$ cat src/bis_consts.svh
/*
  constants of the block interrupt summary: register offsets, bit positions,
  reset values and source vector layout.
  assumes a 32-bit avalon-mm slave with byte addresses inside one channel.
*/
// Functional notes
// - bit 6 follows pending loopback code request
// - reading loopback code status clears bit 6
// - bit 5 follows recovered clock loss declaration
// - bit 5 active only when detection enabled
// - bit 4 follows one second declaration
// - bit 3 follows any pending data link request
// - reading requesting data link status clears it
// - bit 2 follows pending slip buffer request
// - reading slip buffer status clears bit 2
// - bit 1 follows pending alarm/error request
// - reading requesting alarm status clears it
// - bit 0 follows pending framer request
// - reading framer status clears bit 0
`ifndef BIS_CONSTS_SVH
`define BIS_CONSTS_SVH

// ****************************************************************
// register offsets (byte addresses)
// ****************************************************************
`define BIS_OFF_SUMMARY 12'hb00
`define BIS_OFF_CFG 12'hb30
`define BIS_OFF_ISTAT 12'hb34
`define BIS_OFF_IMASK 12'hb38

// ****************************************************************
// summary bit positions
// ****************************************************************
`define BIS_BIT_RSVD 7
`define BIS_BIT_LOOP 6
`define BIS_BIT_CLKLOSS 5
`define BIS_BIT_SEC 4
`define BIS_BIT_HDLC 3
`define BIS_BIT_SLIP 2
`define BIS_BIT_ALARM 1
`define BIS_BIT_FRAMER 0

// ****************************************************************
// source vector layout (matches bis_pkg::bis_src_t)
// ****************************************************************
`define BIS_SRC_N 12
`define BIS_SRC_HDLC 11:6
`define BIS_SRC_ALARM 5:3
`define BIS_SRC_SLIP 2
`define BIS_SRC_FRAMER 1
`define BIS_SRC_LOOP 0

// ****************************************************************
// field positions and reset values
// ****************************************************************
`define BIS_CFG_CLKLOSS_EN 0
`define BIS_SUM_W 8
`define BIS_IRQ_W 7
`define BIS_SUM_RST 8'h00
`define BIS_IRQ_RST 7'h00
`define BIS_CFG_RST 1'b0
`define BIS_DATA_RST 32'h0000_0000

`endif

$ cat src/bis_pkg.sv
/*
  types of the block interrupt summary.
  assumes the layout macros of bis_consts.svh.
*/
package bis_pkg;

  // ****************************************************************
  // one flag per source-level status register
  // ****************************************************************
  typedef struct packed {
    logic [5:0] hdlc;
    logic [2:0] alarm;
    logic slip;
    logic framer;
    logic loop;
  } bis_src_t;

  // ****************************************************************
  // declared framer levels
  // ****************************************************************
  typedef struct packed {
    logic clk_loss;
    logic one_sec;
  } bis_lvl_t;

  // ****************************************************************
  // bus answer state
  // ****************************************************************
  typedef enum logic [1:0] {
    BIS_IDLE = 2'b01,
    BIS_ACK = 2'b10
  } bis_bus_t;

endpackage

$ cat src/bis_block_irq_summary.sv
/*
  block interrupt summary: pending flags per source status register,
  summary register, interrupt status/mask and avalon-mm slave.
  assumes source events and source status read strobes are one-cycle
  pulses synchronous to mclk.
*/
`timescale 1ns/10ps
`include "bis_consts.svh"

module bis_block_irq_summary #(
  parameter int ADDR_W = 12,
  parameter int DATA_W = 32
) (
  input wire logic mclk,
  input wire logic resetn,
  input wire logic [ADDR_W-1:0] avs_address,
  input wire logic avs_read,
  input wire logic avs_write,
  input wire logic [DATA_W-1:0] avs_writedata,
  input wire logic [DATA_W/8-1:0] avs_byteenable,
  output logic [DATA_W-1:0] avs_readdata,
  output logic avs_waitrequest,
  input wire bis_pkg::bis_src_t src_event,
  input wire bis_pkg::bis_src_t src_status_read,
  input wire bis_pkg::bis_lvl_t framer_level,
  output logic [`BIS_SUM_W-1:0] block_irq_summary,
  output logic irq
);

  // ****************************************************************
  // elaboration check
  // ****************************************************************
  if (ADDR_W < 12 || DATA_W != 32) begin : g_bad_param
    $error("bis: ADDR_W must be >= 12 and DATA_W must be 32");
  end

  logic [`BIS_SRC_N-1:0] evt_v;
  logic [`BIS_SRC_N-1:0] rd_v;
  logic [`BIS_SRC_N-1:0] pend_q;
  logic [`BIS_SUM_W-1:0] summary_d;
  logic [`BIS_SUM_W-1:0] summary_q;
  logic [`BIS_IRQ_W-1:0] istat_q;
  logic [`BIS_IRQ_W-1:0] imask_q;
  logic [`BIS_IRQ_W-1:0] rise;
  logic cfg_clkloss_en_q;
  logic irq_q;
  logic [DATA_W-1:0] rdata_q;
  logic [DATA_W-1:0] rdata_d;
  bis_pkg::bis_bus_t bus_q;
  logic acc;
  logic wr_ok;
  logic [ADDR_W-1:0] off;

  assign evt_v = src_event;
  assign rd_v = src_status_read;

  // ****************************************************************
  // pending flags, one per source status register
  // ****************************************************************
  for (genvar i = 0; i < `BIS_SRC_N; i++) begin : g_pend
    always_ff @(posedge mclk) begin
      if (!resetn) begin
        pend_q[i] <= 1'b0;
      end else if (evt_v[i]) begin
        pend_q[i] <= 1'b1;
      end else if (rd_v[i]) begin
        pend_q[i] <= 1'b0;
      end
    end
  end

  // ****************************************************************
  // summary register
  // ****************************************************************
  always_comb begin
    summary_d = `BIS_SUM_RST;
    summary_d[`BIS_BIT_RSVD] = 1'b0;
    summary_d[`BIS_BIT_LOOP] = pend_q[`BIS_SRC_LOOP];
    summary_d[`BIS_BIT_CLKLOSS] = framer_level.clk_loss & cfg_clkloss_en_q;
    summary_d[`BIS_BIT_SEC] = framer_level.one_sec;
    summary_d[`BIS_BIT_HDLC] = |pend_q[`BIS_SRC_HDLC];
    summary_d[`BIS_BIT_SLIP] = pend_q[`BIS_SRC_SLIP];
    summary_d[`BIS_BIT_ALARM] = |pend_q[`BIS_SRC_ALARM];
    summary_d[`BIS_BIT_FRAMER] = pend_q[`BIS_SRC_FRAMER];
  end

  always_ff @(posedge mclk) begin
    if (!resetn) begin
      summary_q <= `BIS_SUM_RST;
    end else begin
      summary_q <= summary_d;
    end
  end

  assign block_irq_summary = summary_q;

  // ****************************************************************
  // bus handshake: one wait cycle, then answer
  // ****************************************************************
  assign acc = (avs_read | avs_write) & (bus_q == bis_pkg::BIS_ACK);
  assign wr_ok = acc & avs_write & avs_byteenable[0];
  assign off = avs_address;

  always_ff @(posedge mclk) begin
    if (!resetn) begin
      bus_q <= bis_pkg::BIS_IDLE;
    end else begin
      case (bus_q)
        bis_pkg::BIS_IDLE: begin
          if (avs_read | avs_write) begin
            bus_q <= bis_pkg::BIS_ACK;
          end
        end
        bis_pkg::BIS_ACK: begin
          bus_q <= bis_pkg::BIS_IDLE;
        end
        default: begin
          bus_q <= bis_pkg::BIS_IDLE;
        end
      endcase
    end
  end

  always_ff @(posedge mclk) begin
    if (!resetn) begin
      avs_waitrequest <= 1'b1;
    end else begin
      avs_waitrequest <= ~((avs_read | avs_write) & (bus_q == bis_pkg::BIS_IDLE));
    end
  end

  // ****************************************************************
  // read mux
  // ****************************************************************
  always_comb begin
    rdata_d = `BIS_DATA_RST;
    if (off == ADDR_W'(`BIS_OFF_SUMMARY)) begin
      rdata_d[`BIS_SUM_W-1:0] = summary_q;
    end else if (off == ADDR_W'(`BIS_OFF_CFG)) begin
      rdata_d[`BIS_CFG_CLKLOSS_EN] = cfg_clkloss_en_q;
    end else if (off == ADDR_W'(`BIS_OFF_ISTAT)) begin
      rdata_d[`BIS_IRQ_W-1:0] = istat_q;
    end else if (off == ADDR_W'(`BIS_OFF_IMASK)) begin
      rdata_d[`BIS_IRQ_W-1:0] = imask_q;
    end
  end

  always_ff @(posedge mclk) begin
    if (!resetn) begin
      rdata_q <= `BIS_DATA_RST;
    end else if (avs_read & (bus_q == bis_pkg::BIS_IDLE)) begin
      rdata_q <= rdata_d;
    end
  end

  assign avs_readdata = rdata_q;

  // ****************************************************************
  // configuration register
  // ****************************************************************
  always_ff @(posedge mclk) begin
    if (!resetn) begin
      cfg_clkloss_en_q <= `BIS_CFG_RST;
    end else if (wr_ok && off == ADDR_W'(`BIS_OFF_CFG)) begin
      cfg_clkloss_en_q <= avs_writedata[`BIS_CFG_CLKLOSS_EN];
    end
  end

  // ****************************************************************
  // interrupt status (w1c, set wins), mask, output
  // ****************************************************************
  assign rise = summary_d[`BIS_IRQ_W-1:0] & ~summary_q[`BIS_IRQ_W-1:0];

  always_ff @(posedge mclk) begin
    if (!resetn) begin
      istat_q <= `BIS_IRQ_RST;
    end else if (wr_ok && off == ADDR_W'(`BIS_OFF_ISTAT)) begin
      istat_q <= (istat_q & ~avs_writedata[`BIS_IRQ_W-1:0]) | rise;
    end else begin
      istat_q <= istat_q | rise;
    end
  end

  always_ff @(posedge mclk) begin
    if (!resetn) begin
      imask_q <= `BIS_IRQ_RST;
    end else if (wr_ok && off == ADDR_W'(`BIS_OFF_IMASK)) begin
      imask_q <= avs_writedata[`BIS_IRQ_W-1:0];
    end
  end

  always_ff @(posedge mclk) begin
    if (!resetn) begin
      irq_q <= 1'b0;
    end else begin
      irq_q <= |(istat_q & imask_q);
    end
  end

  assign irq = irq_q;

endmodule // bis_block_irq_summary

$ cat config.mk
export PLATFORM = sky130hd
export DESIGN_NAME = bis_block_irq_summary
export DESIGN_NICKNAME = d
export VERILOG_FILES = /design/src/bis_pkg.sv /design/src/bis_block_irq_summary.sv
export VERILOG_INCLUDE_DIRS = /design/src /design/src/src
export SDC_FILE = /design/constraint.sdc
export NUM_CORES = 1
export LEC_CHECK = 0
export ABC_AREA = 1
export BUFFER_PORTS_ARGS = -buffer_cell sky130_fd_sc_hd__buf_2
export CAP_MARGIN = 20
export CORE_ASPECT_RATIO = 0.5
export CORE_UTILIZATION = 40
export DETAILED_ROUTE_END_ITERATION = 16
export PLACE_DENSITY = 0.74
export SYNTH_ARGS = -nofsm -noshare
export SYNTH_HDL_FRONTEND = slang
export SYNTH_SLANG_ARGS = --single-unit
export TNS_END_PERCENT = 5
$ cat constraint.sdc
create_clock -name mclk -period 3.6 [get_ports mclk]
set_clock_uncertainty 0.15 [all_clocks]
set_input_delay 0.9 -clock mclk [delete_from_list [all_inputs] [get_ports mclk]]
set_output_delay 0.9 -clock mclk [all_outputs]
set_load 0.005 [all_outputs]
* Word-level counts from Yosys, hierarchy flattened *
Cells that the tools add are included.
W data, S select, Z words.

storage, ports and cells
  register bits = 47
  input bits = 78
  output and inout port bits = 42
  logic and storage cells = 92

cells by class
  equal/unequal tests = 6
  mux-type cells = 31
  bitwise operators = 15
  reduce and logical (&&, ||, !) cells = 19

operators with widths
  operator                count
  $eq A12 B12 Y1 const B  4
  $mux W7                 4
  $mux W1                 26
  $reduce_bool A2 Y1      12
  $and A7 B7 Y7           3
  $not A7 Y7              2
  $or A7 B7 Y7            2
  $reduce_or A7 Y1        1
  $and A1 B1 Y1           6
  $mux W6                 1
  $reduce_or A6 Y1        1
  $logic_and A1 B1 Y1     3
  $reduce_or A3 Y1        1
  $eq A2 B1 Y1 const B    1
  $eq A2 B2 Y1 const B    1
  $reduce_and A2 Y1       1
  $not A1 Y1              1
  $or A1 B1 Y1            1

* Depth between registers and ports, before layout *
Gate-level depths: netlist of the first run.

  depth in word-level cells = 6
  gate-level depth with buffers = 9

* Worst setup path before layout of the first run *
No wires, ideal clock.

  path type = input to register
  start = in avs_address[0]
  end = reg imask_q[3]
  setup time = 0.119 ns
  arrival time = 1.666 ns
  setup slack = 1.665 ns
  stages on the path = 7
  cells stage by stage = inv_1 nand3_2 nor2_4 nand3_2 buf_6 o21ai_0 a21oi_1

on the way
  cells in the longest elaborated chain, start to end = 2

ends and longest elaborated chain
  element                 line                          text
  start: declaration      bis_block_irq_summary.sv:16   input wire logic [ADDR_W-1:0] avs_address,
  $eq A12 B12 Y1          bis_block_irq_summary.sv:187  end else if (wr_ok && off == ADDR_W'(`BIS_OFF_IMASK)) begin
  $logic_and A1 B1 Y1     bis_block_irq_summary.sv:187
  end signal: assignment  bis_block_irq_summary.sv:186  imask_q <= `BIS_IRQ_RST;
  end signal: assignment  bis_block_irq_summary.sv:188  imask_q <= avs_writedata[`BIS_IRQ_W-1:0];
  end: declaration        bis_block_irq_summary.sv:43   logic [`BIS_IRQ_W-1:0] imask_q;

Every way passes these cells.
A chain may end at the register's enable or synchronous reset.

* Final worst setup path of the first run *
  start = in avs_address[7]
  end = reg imask_q[0]

Same word-level chain as after synthesis.

==> results of run 1 <==
[final timing paths]
path                               end           start  depth (start not counted)
setup / recovery            imask_q[0]  avs_address[7]                          7
hold / removal    block_irq_summary[0]       pend_q[1]                          2
hold reg to reg   block_irq_summary[0]       pend_q[1]                          2
setup reg to reg            imask_q[0]        bus_q[0]                          6
[sequential cells by signal, indices dropped and copies added (netlist names)]
name	flops
imask_q	7
cfg_clkloss_en_q	1
avs_readdata	7
block_irq_summary	7
irq	1
pend_q	12
avs_waitrequest	1
istat_q	7
bus_q	2
[per-layer routing]
| layer | routed length, um | up-vias |
|---|---|---|
| li1 | - | 960 |
| met1 | 1910 | 874 |
| met2 | 2320 | 82 |
| met3 | 285 | 5 |
| met4 | 38 | 0 |
| met5 | 0 | - |
[worst reg2reg max path, stage by stage, from the launching register on]
cell and delay [ps]:
dfxtp_1 300, inv_1 120, nand4_4 140, inv_1 210, nand3_2 280, o21ai_0 280, a21oi_1 60
[final cells by class]
type,count,share of cell area (%)
tap,70,3.55
inverter,40,6.09
timing repair buffer,65,13.2
multi-input combinational,183,35.9
clock inverter,1,1.22
sequential,45,36.5
clock buffer,7,3.50
[metrics by stage]
| stage | total power, mW | instances | cell area (um2) |
|---|---|---|---|
| after CTS | 1.05 | 411 | 2470 |
| after floorplan | 0.635 | 302 | 2190 |
| after global placement | 0.663 | 403 | 2350 |
| after detailed placement | 0.670 | 403 | 2350 |
| final | 1.05 | 411 | 2470 |
| after global routing | 1.10 | 411 | 2470 |
[report_power, final]
| part | switching, mW | total [mW] | internal [mW] | leakage, nW |
|---|---|---|---|---|
| clock | 0.163 | 0.389 | 0.226 | 0.0585 |
| sequential | 0.0163 | 0.544 | 0.528 | 0.371 |
| combinational | 0.0668 | 0.114 | 0.0477 | 0.780 |
| total | 0.246 | 1.05 | 0.802 | 1.21 |
[cells in the final DEF (no fill, tap or decap), types with 6 or more instances in the layout]
master and instances:
buf_2 65, dfxtp_1 45, inv_1 38, nand2_1 37
nor2_1 28, conb_1 26, o21ai_0 22, a21oi_1 21
nand3_1 19, a31oi_1 8, clkbuf_8 6
[cells by family after synthesis]
kind of cell           Yosys count  synth area share, %
buffers and inverters           74                 19.1
and+or+nand+nor                102                 23.6
other                            1                0.179
AOI/OAI and AO/OA               55                 14.1
DFF                             45                 43.1
==> results.ini, run 1 <==
[status]
status=finished, violations left
violations=DRC

[drt]
drc=1
via_per_inst=4.67
drt_pass1_iterations=12
wl_per_cell_um=11.1
drt_wl_total_um=4550
postRouteAntennaNets=0
vias=1921
drt_iter0_drc=136

[global_routing]
gr-usage-met2_pct=32.5
antenna_found_initial=0
gr-max-usage-layer=met2
met3_usage_pct=3.57
grt_pass1_vias=1712
grt_max_degree=28
gr-usage-met1_pct=18.0
grt.total_usage_pct=16.7
grt_pass1_wl_um=7200
grt_overflow=0

[power]
power_density_nw_per_um2=425
p_leak_nw=1.21
ir_worst_vdd_mv=0.193

[layout]
regArea_um2=901
final_util_pct=49.5
area_delta_synth_final_pct=17.9
drive_gt1_share_pct=25.2
final_nets=418
multi_input_area_um2=886
fillCellCount=496
antenna-diode-count=0

[setup_path]
max_stage_delay_ps=400
critPathSlowestCell=nor2_4
crit_family=simple AND/OR/NAND/NOR gates
endpoint_kind=flop
worst_ep_arrival_time_ps=2310
crit_fanout=21
required_ps=3640
start_kind=input port
critPathKind=input port to flop
crit_buf_inv=1
path_cells=buf_2 > nor2_2 > nand2_2 > nor2_4 > nand3_2 > o21ai_0 > a21oi_1
worst-r2r-setup-slack_ps=1960

[sta]
fin_crit_ps=2280
final_max_slew_viol_count=0
worst_pin_slew_ps=562
post-route-period-util_pct=63.3
final.setup.tns_ps=0
hold_viol=0
timing.slew.headroom_pct=62.5
worst_hold_slack_ps=305
grt_setup_unrepaired=no
setup_violations=0
timing.fmax_mhz=439
timing.final.ws_setup_ps=1320

[clock_network]
clk_latency_ps=290
cts_tree=done
cts_buffers=5
root_buffer=clkbuf_8
clkTransAtPathRegs_ps=80
h-tree-depth=2
ctsResizeCount=0
cts_setup_buffers=0
cts_max_path_buffers=2
ctsHoldBuffers=0
clkSinkCount=45

[synthesis]
ys_types=25
yosys.area.top_type=dfxtp_1
synth_area_um2=2090
ys_warn_count=0
synth-seq-cells=45
netlist_instances=277
avgSynthCellArea_um2=7.55
ys_seq_area_share_pct=43.1
yosysMostFrequentCell=dfxtp_1
synth.area.top_cells=dfxtp_1 43%, buf_4 10%, inv_1 6.8%, nand2_1 6.6%, o21ai_0 5.3%
async_reset_ff_share_pct=0
yosysTopAreaCellShare_pct=43.1
synth_edf_count=0
synth_flop_cell=dfxtp_1
synth_commonest_cells=45 x dfxtp_1, 38 x inv_1, 37 x nand2_1

[floorplan]
die_h_um=53.1
ios=120
die_area_um2=5540
die_x_um=104
start_util_pct=42.0
core_area_um2=4980
rows=18

[place]
port-buffer-count=65
place_congestion=0.785
dp_hpwl_um=3390
dpl_worst_slack_ps=1040

[min_path]
hold_class=flop to flop

[run]
cap_violations=0

No activity file was read; power rests on OpenSTA's default activity.
==> run 2, diff against run 1 <==
Clock period 3.6 ns to 2.3 ns, I/O delays scaled along.
==> run 2 against run 1 <==
Effect of this change:
- the flow still finishes with violations (DRC)
- setup slack got worse by 760 ps
- wire length is 1.5% higher
- sequential power increased by 57%
- core utilization rose by 0.50 points
- clock-buffer cell count fell by 1
- critical path type unchanged
- die area stayed put
- register-to-register slack got worse by 1300 ps
- largest cell class unchanged
- critical endpoint is now istat_q[3]
==> results.ini, run 2 (synthesized netlist as in run 1, its figures left out) <==
[drt]
postRouteAntennaNets=0
drt_wl_total_um=4620
drt_pass1_iterations=10
vias=1927
drc=2
drt_iter0_drc=70
wl_per_cell_um=11.1
via_per_inst=4.64

[layout]
final_nets=422
final_common_cell=buf_2
final_util_pct=50.1
largest-register=pend_q
stdcell_count=415
fin_area_um2=2490
largest_reg_flops=12
mostFrequentLayoutCells=65 x buf_2, 45 x dfxtp_1, 38 x inv_1
area_delta_synth_final_pct=19.1
drive_gt1_share_pct=26.1
antenna-diode-count=0

[power]
switchingPower_mw=0.391
ir_worst_vdd_mv=0.284
combinationalPowerShare_pct=11.3
clockPowerShare_pct=36.2
pwr-share-seq_pct=52.6
switching_share_pct=24.1
power_density_nw_per_um2=651
p_leak_nw=1.23
internal_power_mw=1.23
power_mw=1.62

[global_routing]
grt_overflow=0
grt_max_degree=19
grt.total_usage_pct=17.7
antenna_found_initial=0
grt_pass1_vias=1821
grt_pass1_wl_um=7580

[clock_network]
cts_setup_buffers=0
clkSinkCount=45
ctsResizeCount=0
ctsHoldBuffers=0
root_buffer=clkbuf_8
clk_latency_ps=300
h-tree-depth=2
clkTransAtPathRegs_ps=90
cts_max_path_buffers=2
cts_buffers=5
cts_tree=done

[place]
port-buffer-count=65
dp_hpwl_um=3610
dpl_worst_slack_ps=266
dp.cells=407
place_congestion=0.781
place_area_um2=2380

[setup_path]
worst_r2r_path_depth=8
crit_fanout=13
path_cells=buf_2 > nor2_2 > nand2_2 > nor2_4 > buf_4 > nand2_1 > nor3b_1 > o22ai_1
critPathSlowestCell=nor2_4
critPathKind=input port to flop
required_ps=2330
max_stage_delay_ps=250
start_kind=input port
worst_ep_arrival_time_ps=1770
endpoint_kind=flop

[sta]
grt_setup_unrepaired=no
fin_crit_ps=1740
timing.fmax_mhz=573
hold_viol=0
setup_violations=0
final.setup.tns_ps=0
timing.final.ws_setup_ps=556
worst_hold_slack_ps=305
final_max_slew_viol_count=0
post-route-period-util_pct=75.8

[floorplan]
die_h_um=53.1
die_x_um=104
ios=120
core_area_um2=4980
rows=18
start_util_pct=42.0
die_area_um2=5540

[min_path]
hold_class=input port to flop
whs_path_depth=2

[status]
violations=DRC
status=finished, violations left

[run]
cap_violations=0

run 2: layer usage:
layer	up-vias	GRT usage, %	part of all wire (%)
met5	-	0	0
met4	0	9.29	1.8
met3	12	4.68	6.0
met2	75	33.0	49
met1	870	19.2	43
li1	970	-	-
run 2: worst max-delay path, delay by kind of cell:
family	cells	cell delay (ps)
and+or+nand+nor	5	760
buffers and inverters	2	350
AOI/OAI and AO/OA	1	90
run 2: power by group through the flow:
stage / sequential, mW / clock (mW) / combinational, mW
2_1_floorplan: 0.866 / 0 / 0.127
3_3_place_gp: 0.867 / 0 / 0.175
6_report: 0.852 / 0.586 / 0.183
5_1_grt: 0.857 / 0.637 / 0.211
3_5_place_dp: 0.870 / 0 / 0.183
4_1_cts: 0.851 / 0.605 / 0.183
run 2: final timing paths:
kind | slack [ps] | startpoint | end
min reg2reg | 300 | pend_q[0] | block_irq_summary[6]
max reg2reg | 690 | bus_q[0] | avs_readdata[0]
max | 560 | avs_address[7] | istat_q[3]
min | 300 | src_status_read[0] | pend_q[0]
run 2: area by class of cell:
class / count / area (um2)
clock buffers: 6 / 72.6
clock inverters: 2 / 38.8
fillers: 486 / 2490
inverters: 40 / 150
multi-input cells: 183 / 886
flip-flops and latches: 45 / 901
well taps: 70 / 87.6
repair buffers: 69 / 355
==> run 3, diff against run 2 <==
Clock period 2.3 ns to 1.85 ns, I/O delays scaled along.
==> run 3 against run 2 <==
Effect of this change:
- the run still ends with DRC left
- die area unchanged
- register-to-register slack got worse by 360 ps
- non-clock buffer count grew 5
- sequential share of layout area is 0.18 points lower
- first-iteration DRC count up 30%
- wire length grew 3.4%
- setup slack worse by 330 ps
- clock-buffer cell count fell by 1
==> results.ini, run 3 (synthesized netlist as in run 1, its figures left out) <==
[status]
status=finished, violations left
violations=DRC

[clock_network]
ctsHoldBuffers=0
cts_max_path_buffers=2
clkSinkCount=45
cts_buffers=5
h-tree-depth=2
clkTransAtPathRegs_ps=90
cts_setup_buffers=0
ctsResizeCount=0
root_buffer=clkbuf_8
clk_latency_ps=300
cts_tree=done

[setup_path]
path_cells=buf_2 > nor2_2 > nand2_2 > nor2_4 > nand3_2 > o21ai_0 > a21oi_1
worst-r2r-setup-slack_ps=330
start_kind=input port
worst_r2r_path_depth=5
endpoint_kind=flop
max_stage_delay_ps=290
worstSetupEndpoint=imask_q[1]
r2r-end=imask_q[1]
required_ps=1890
crit_start=avs_address[7]
crit_fanout=14
rr_startpoint=bus_q[1]
worst_ep_arrival_time_ps=1670
critPathSlowestCell=nand3_2
critPathKind=input port to flop

[drt]
wl_per_cell_um=11.4
drt_iter0_drc=91
postRouteAntennaNets=0
via_per_inst=4.60
drc=2
vias=1934
drt_wl_total_um=4770
drt_pass1_iterations=10

[layout]
largest_reg_flops=12
final_nets=427
antenna-diode-count=0
largest-register=pend_q
mostFrequentLayoutCells=65 x buf_2, 45 x dfxtp_1, 38 x inv_1
final_common_cell=buf_2
area_delta_synth_final_pct=19.7
stdcell_count=420
drive_gt1_share_pct=27.4

[global_routing]
grt_max_degree=19
grt_pass1_vias=1775
antenna_found_initial=0
grt_overflow=0
grt_pass1_wl_um=7670
grt.total_usage_pct=17.8

[sta]
fin_crit_ps=1620
timing.final.ws_setup_ps=226
hold_viol=0
final_max_slew_viol_count=0
post-route-period-util_pct=87.8
grt_setup_unrepaired=no
setup_violations=0
timing.fmax_mhz=616

[place]
dpl_worst_slack_ps=-61.8
dp.cells=412
place_congestion=0.793
dp_hpwl_um=3620
port-buffer-count=65

[floorplan]
die_x_um=104
die_area_um2=5540
core_area_um2=4980
die_h_um=53.1
rows=18
start_util_pct=42.0
ios=120

[power]
p_leak_nw=1.24
power_density_nw_per_um2=756
ir_worst_vdd_mv=0.343
power_mw=1.89

[run]
cap_violations=0

[min_path]
hold_class=input port to flop

==> run 3: how the worst min path moves through the flow <==
stage                  startpoint              endpoint  slack [ps]  depth (start not counted)
2_1_floorplan           pend_q[2]  block_irq_summary[2]         260                          2
3_3_place_gp            pend_q[2]  block_irq_summary[2]         280                          2
3_5_place_dp            pend_q[1]  block_irq_summary[0]         290                          2
4_1_cts        src_status_read[1]             pend_q[1]         200                          2
5_1_grt        src_status_read[0]             pend_q[0]         210                          2
6_report       src_status_read[0]             pend_q[0]         190                          2
==> run 3: final cells by class <==
| cell class | instances | area [um2] |
|---|---|---|
| fill | 512 | 2470 |
| sequential | 45 | 901 |
| multi-input combinational | 183 | 886 |
| timing repair buffer | 74 | 393 |
| inverter | 40 | 150 |
| tap | 70 | 87.6 |
| clock buffer | 5 | 68.8 |
| clock inverter | 3 | 17.5 |
==> run 3: report_power, final <==
part	internal, mW	leakage, nW	switching [mW]	total [mW]
registers	1.03	0.371	0.0330	1.06
logic	0.101	0.825	0.131	0.232
clock network	0.261	0.0439	0.339	0.600
total	1.39	1.24	0.503	1.89
==> run 3: critical path: cells and delay by family <==
family,cells,cell delay (ps)
AND/OR/NAND/NOR,4,780
AO/OA/AOI/OAI,2,320
buffers and inverters,1,100
==> run 3: per-stage QoR <==
stage | util (%) | setup TNS (ps) | instance area (um2) | hold slack [ps]
2_1_floorplan | - | 0 | 2190 | 263
3_3_place_gp | 48.6 | -104 | 2420 | 282
3_5_place_dp | 48.6 | -349 | 2420 | 286
4_1_cts | 50.3 | 0 | 2500 | 199
5_1_grt | 50.3 | 0 | 2500 | 215
6_report | 50.3 | 0 | 2500 | 194
==> run 3: layer usage <==
layer  global-route usage [%]  part of all wire, %  up-vias
met4                     5.24                 0.21        0
li1                         -                    -      976
met2                     33.7                   49       70
met5                        0                    0        -
met3                     3.82                  5.5        2
met1                     20.7                   45      886
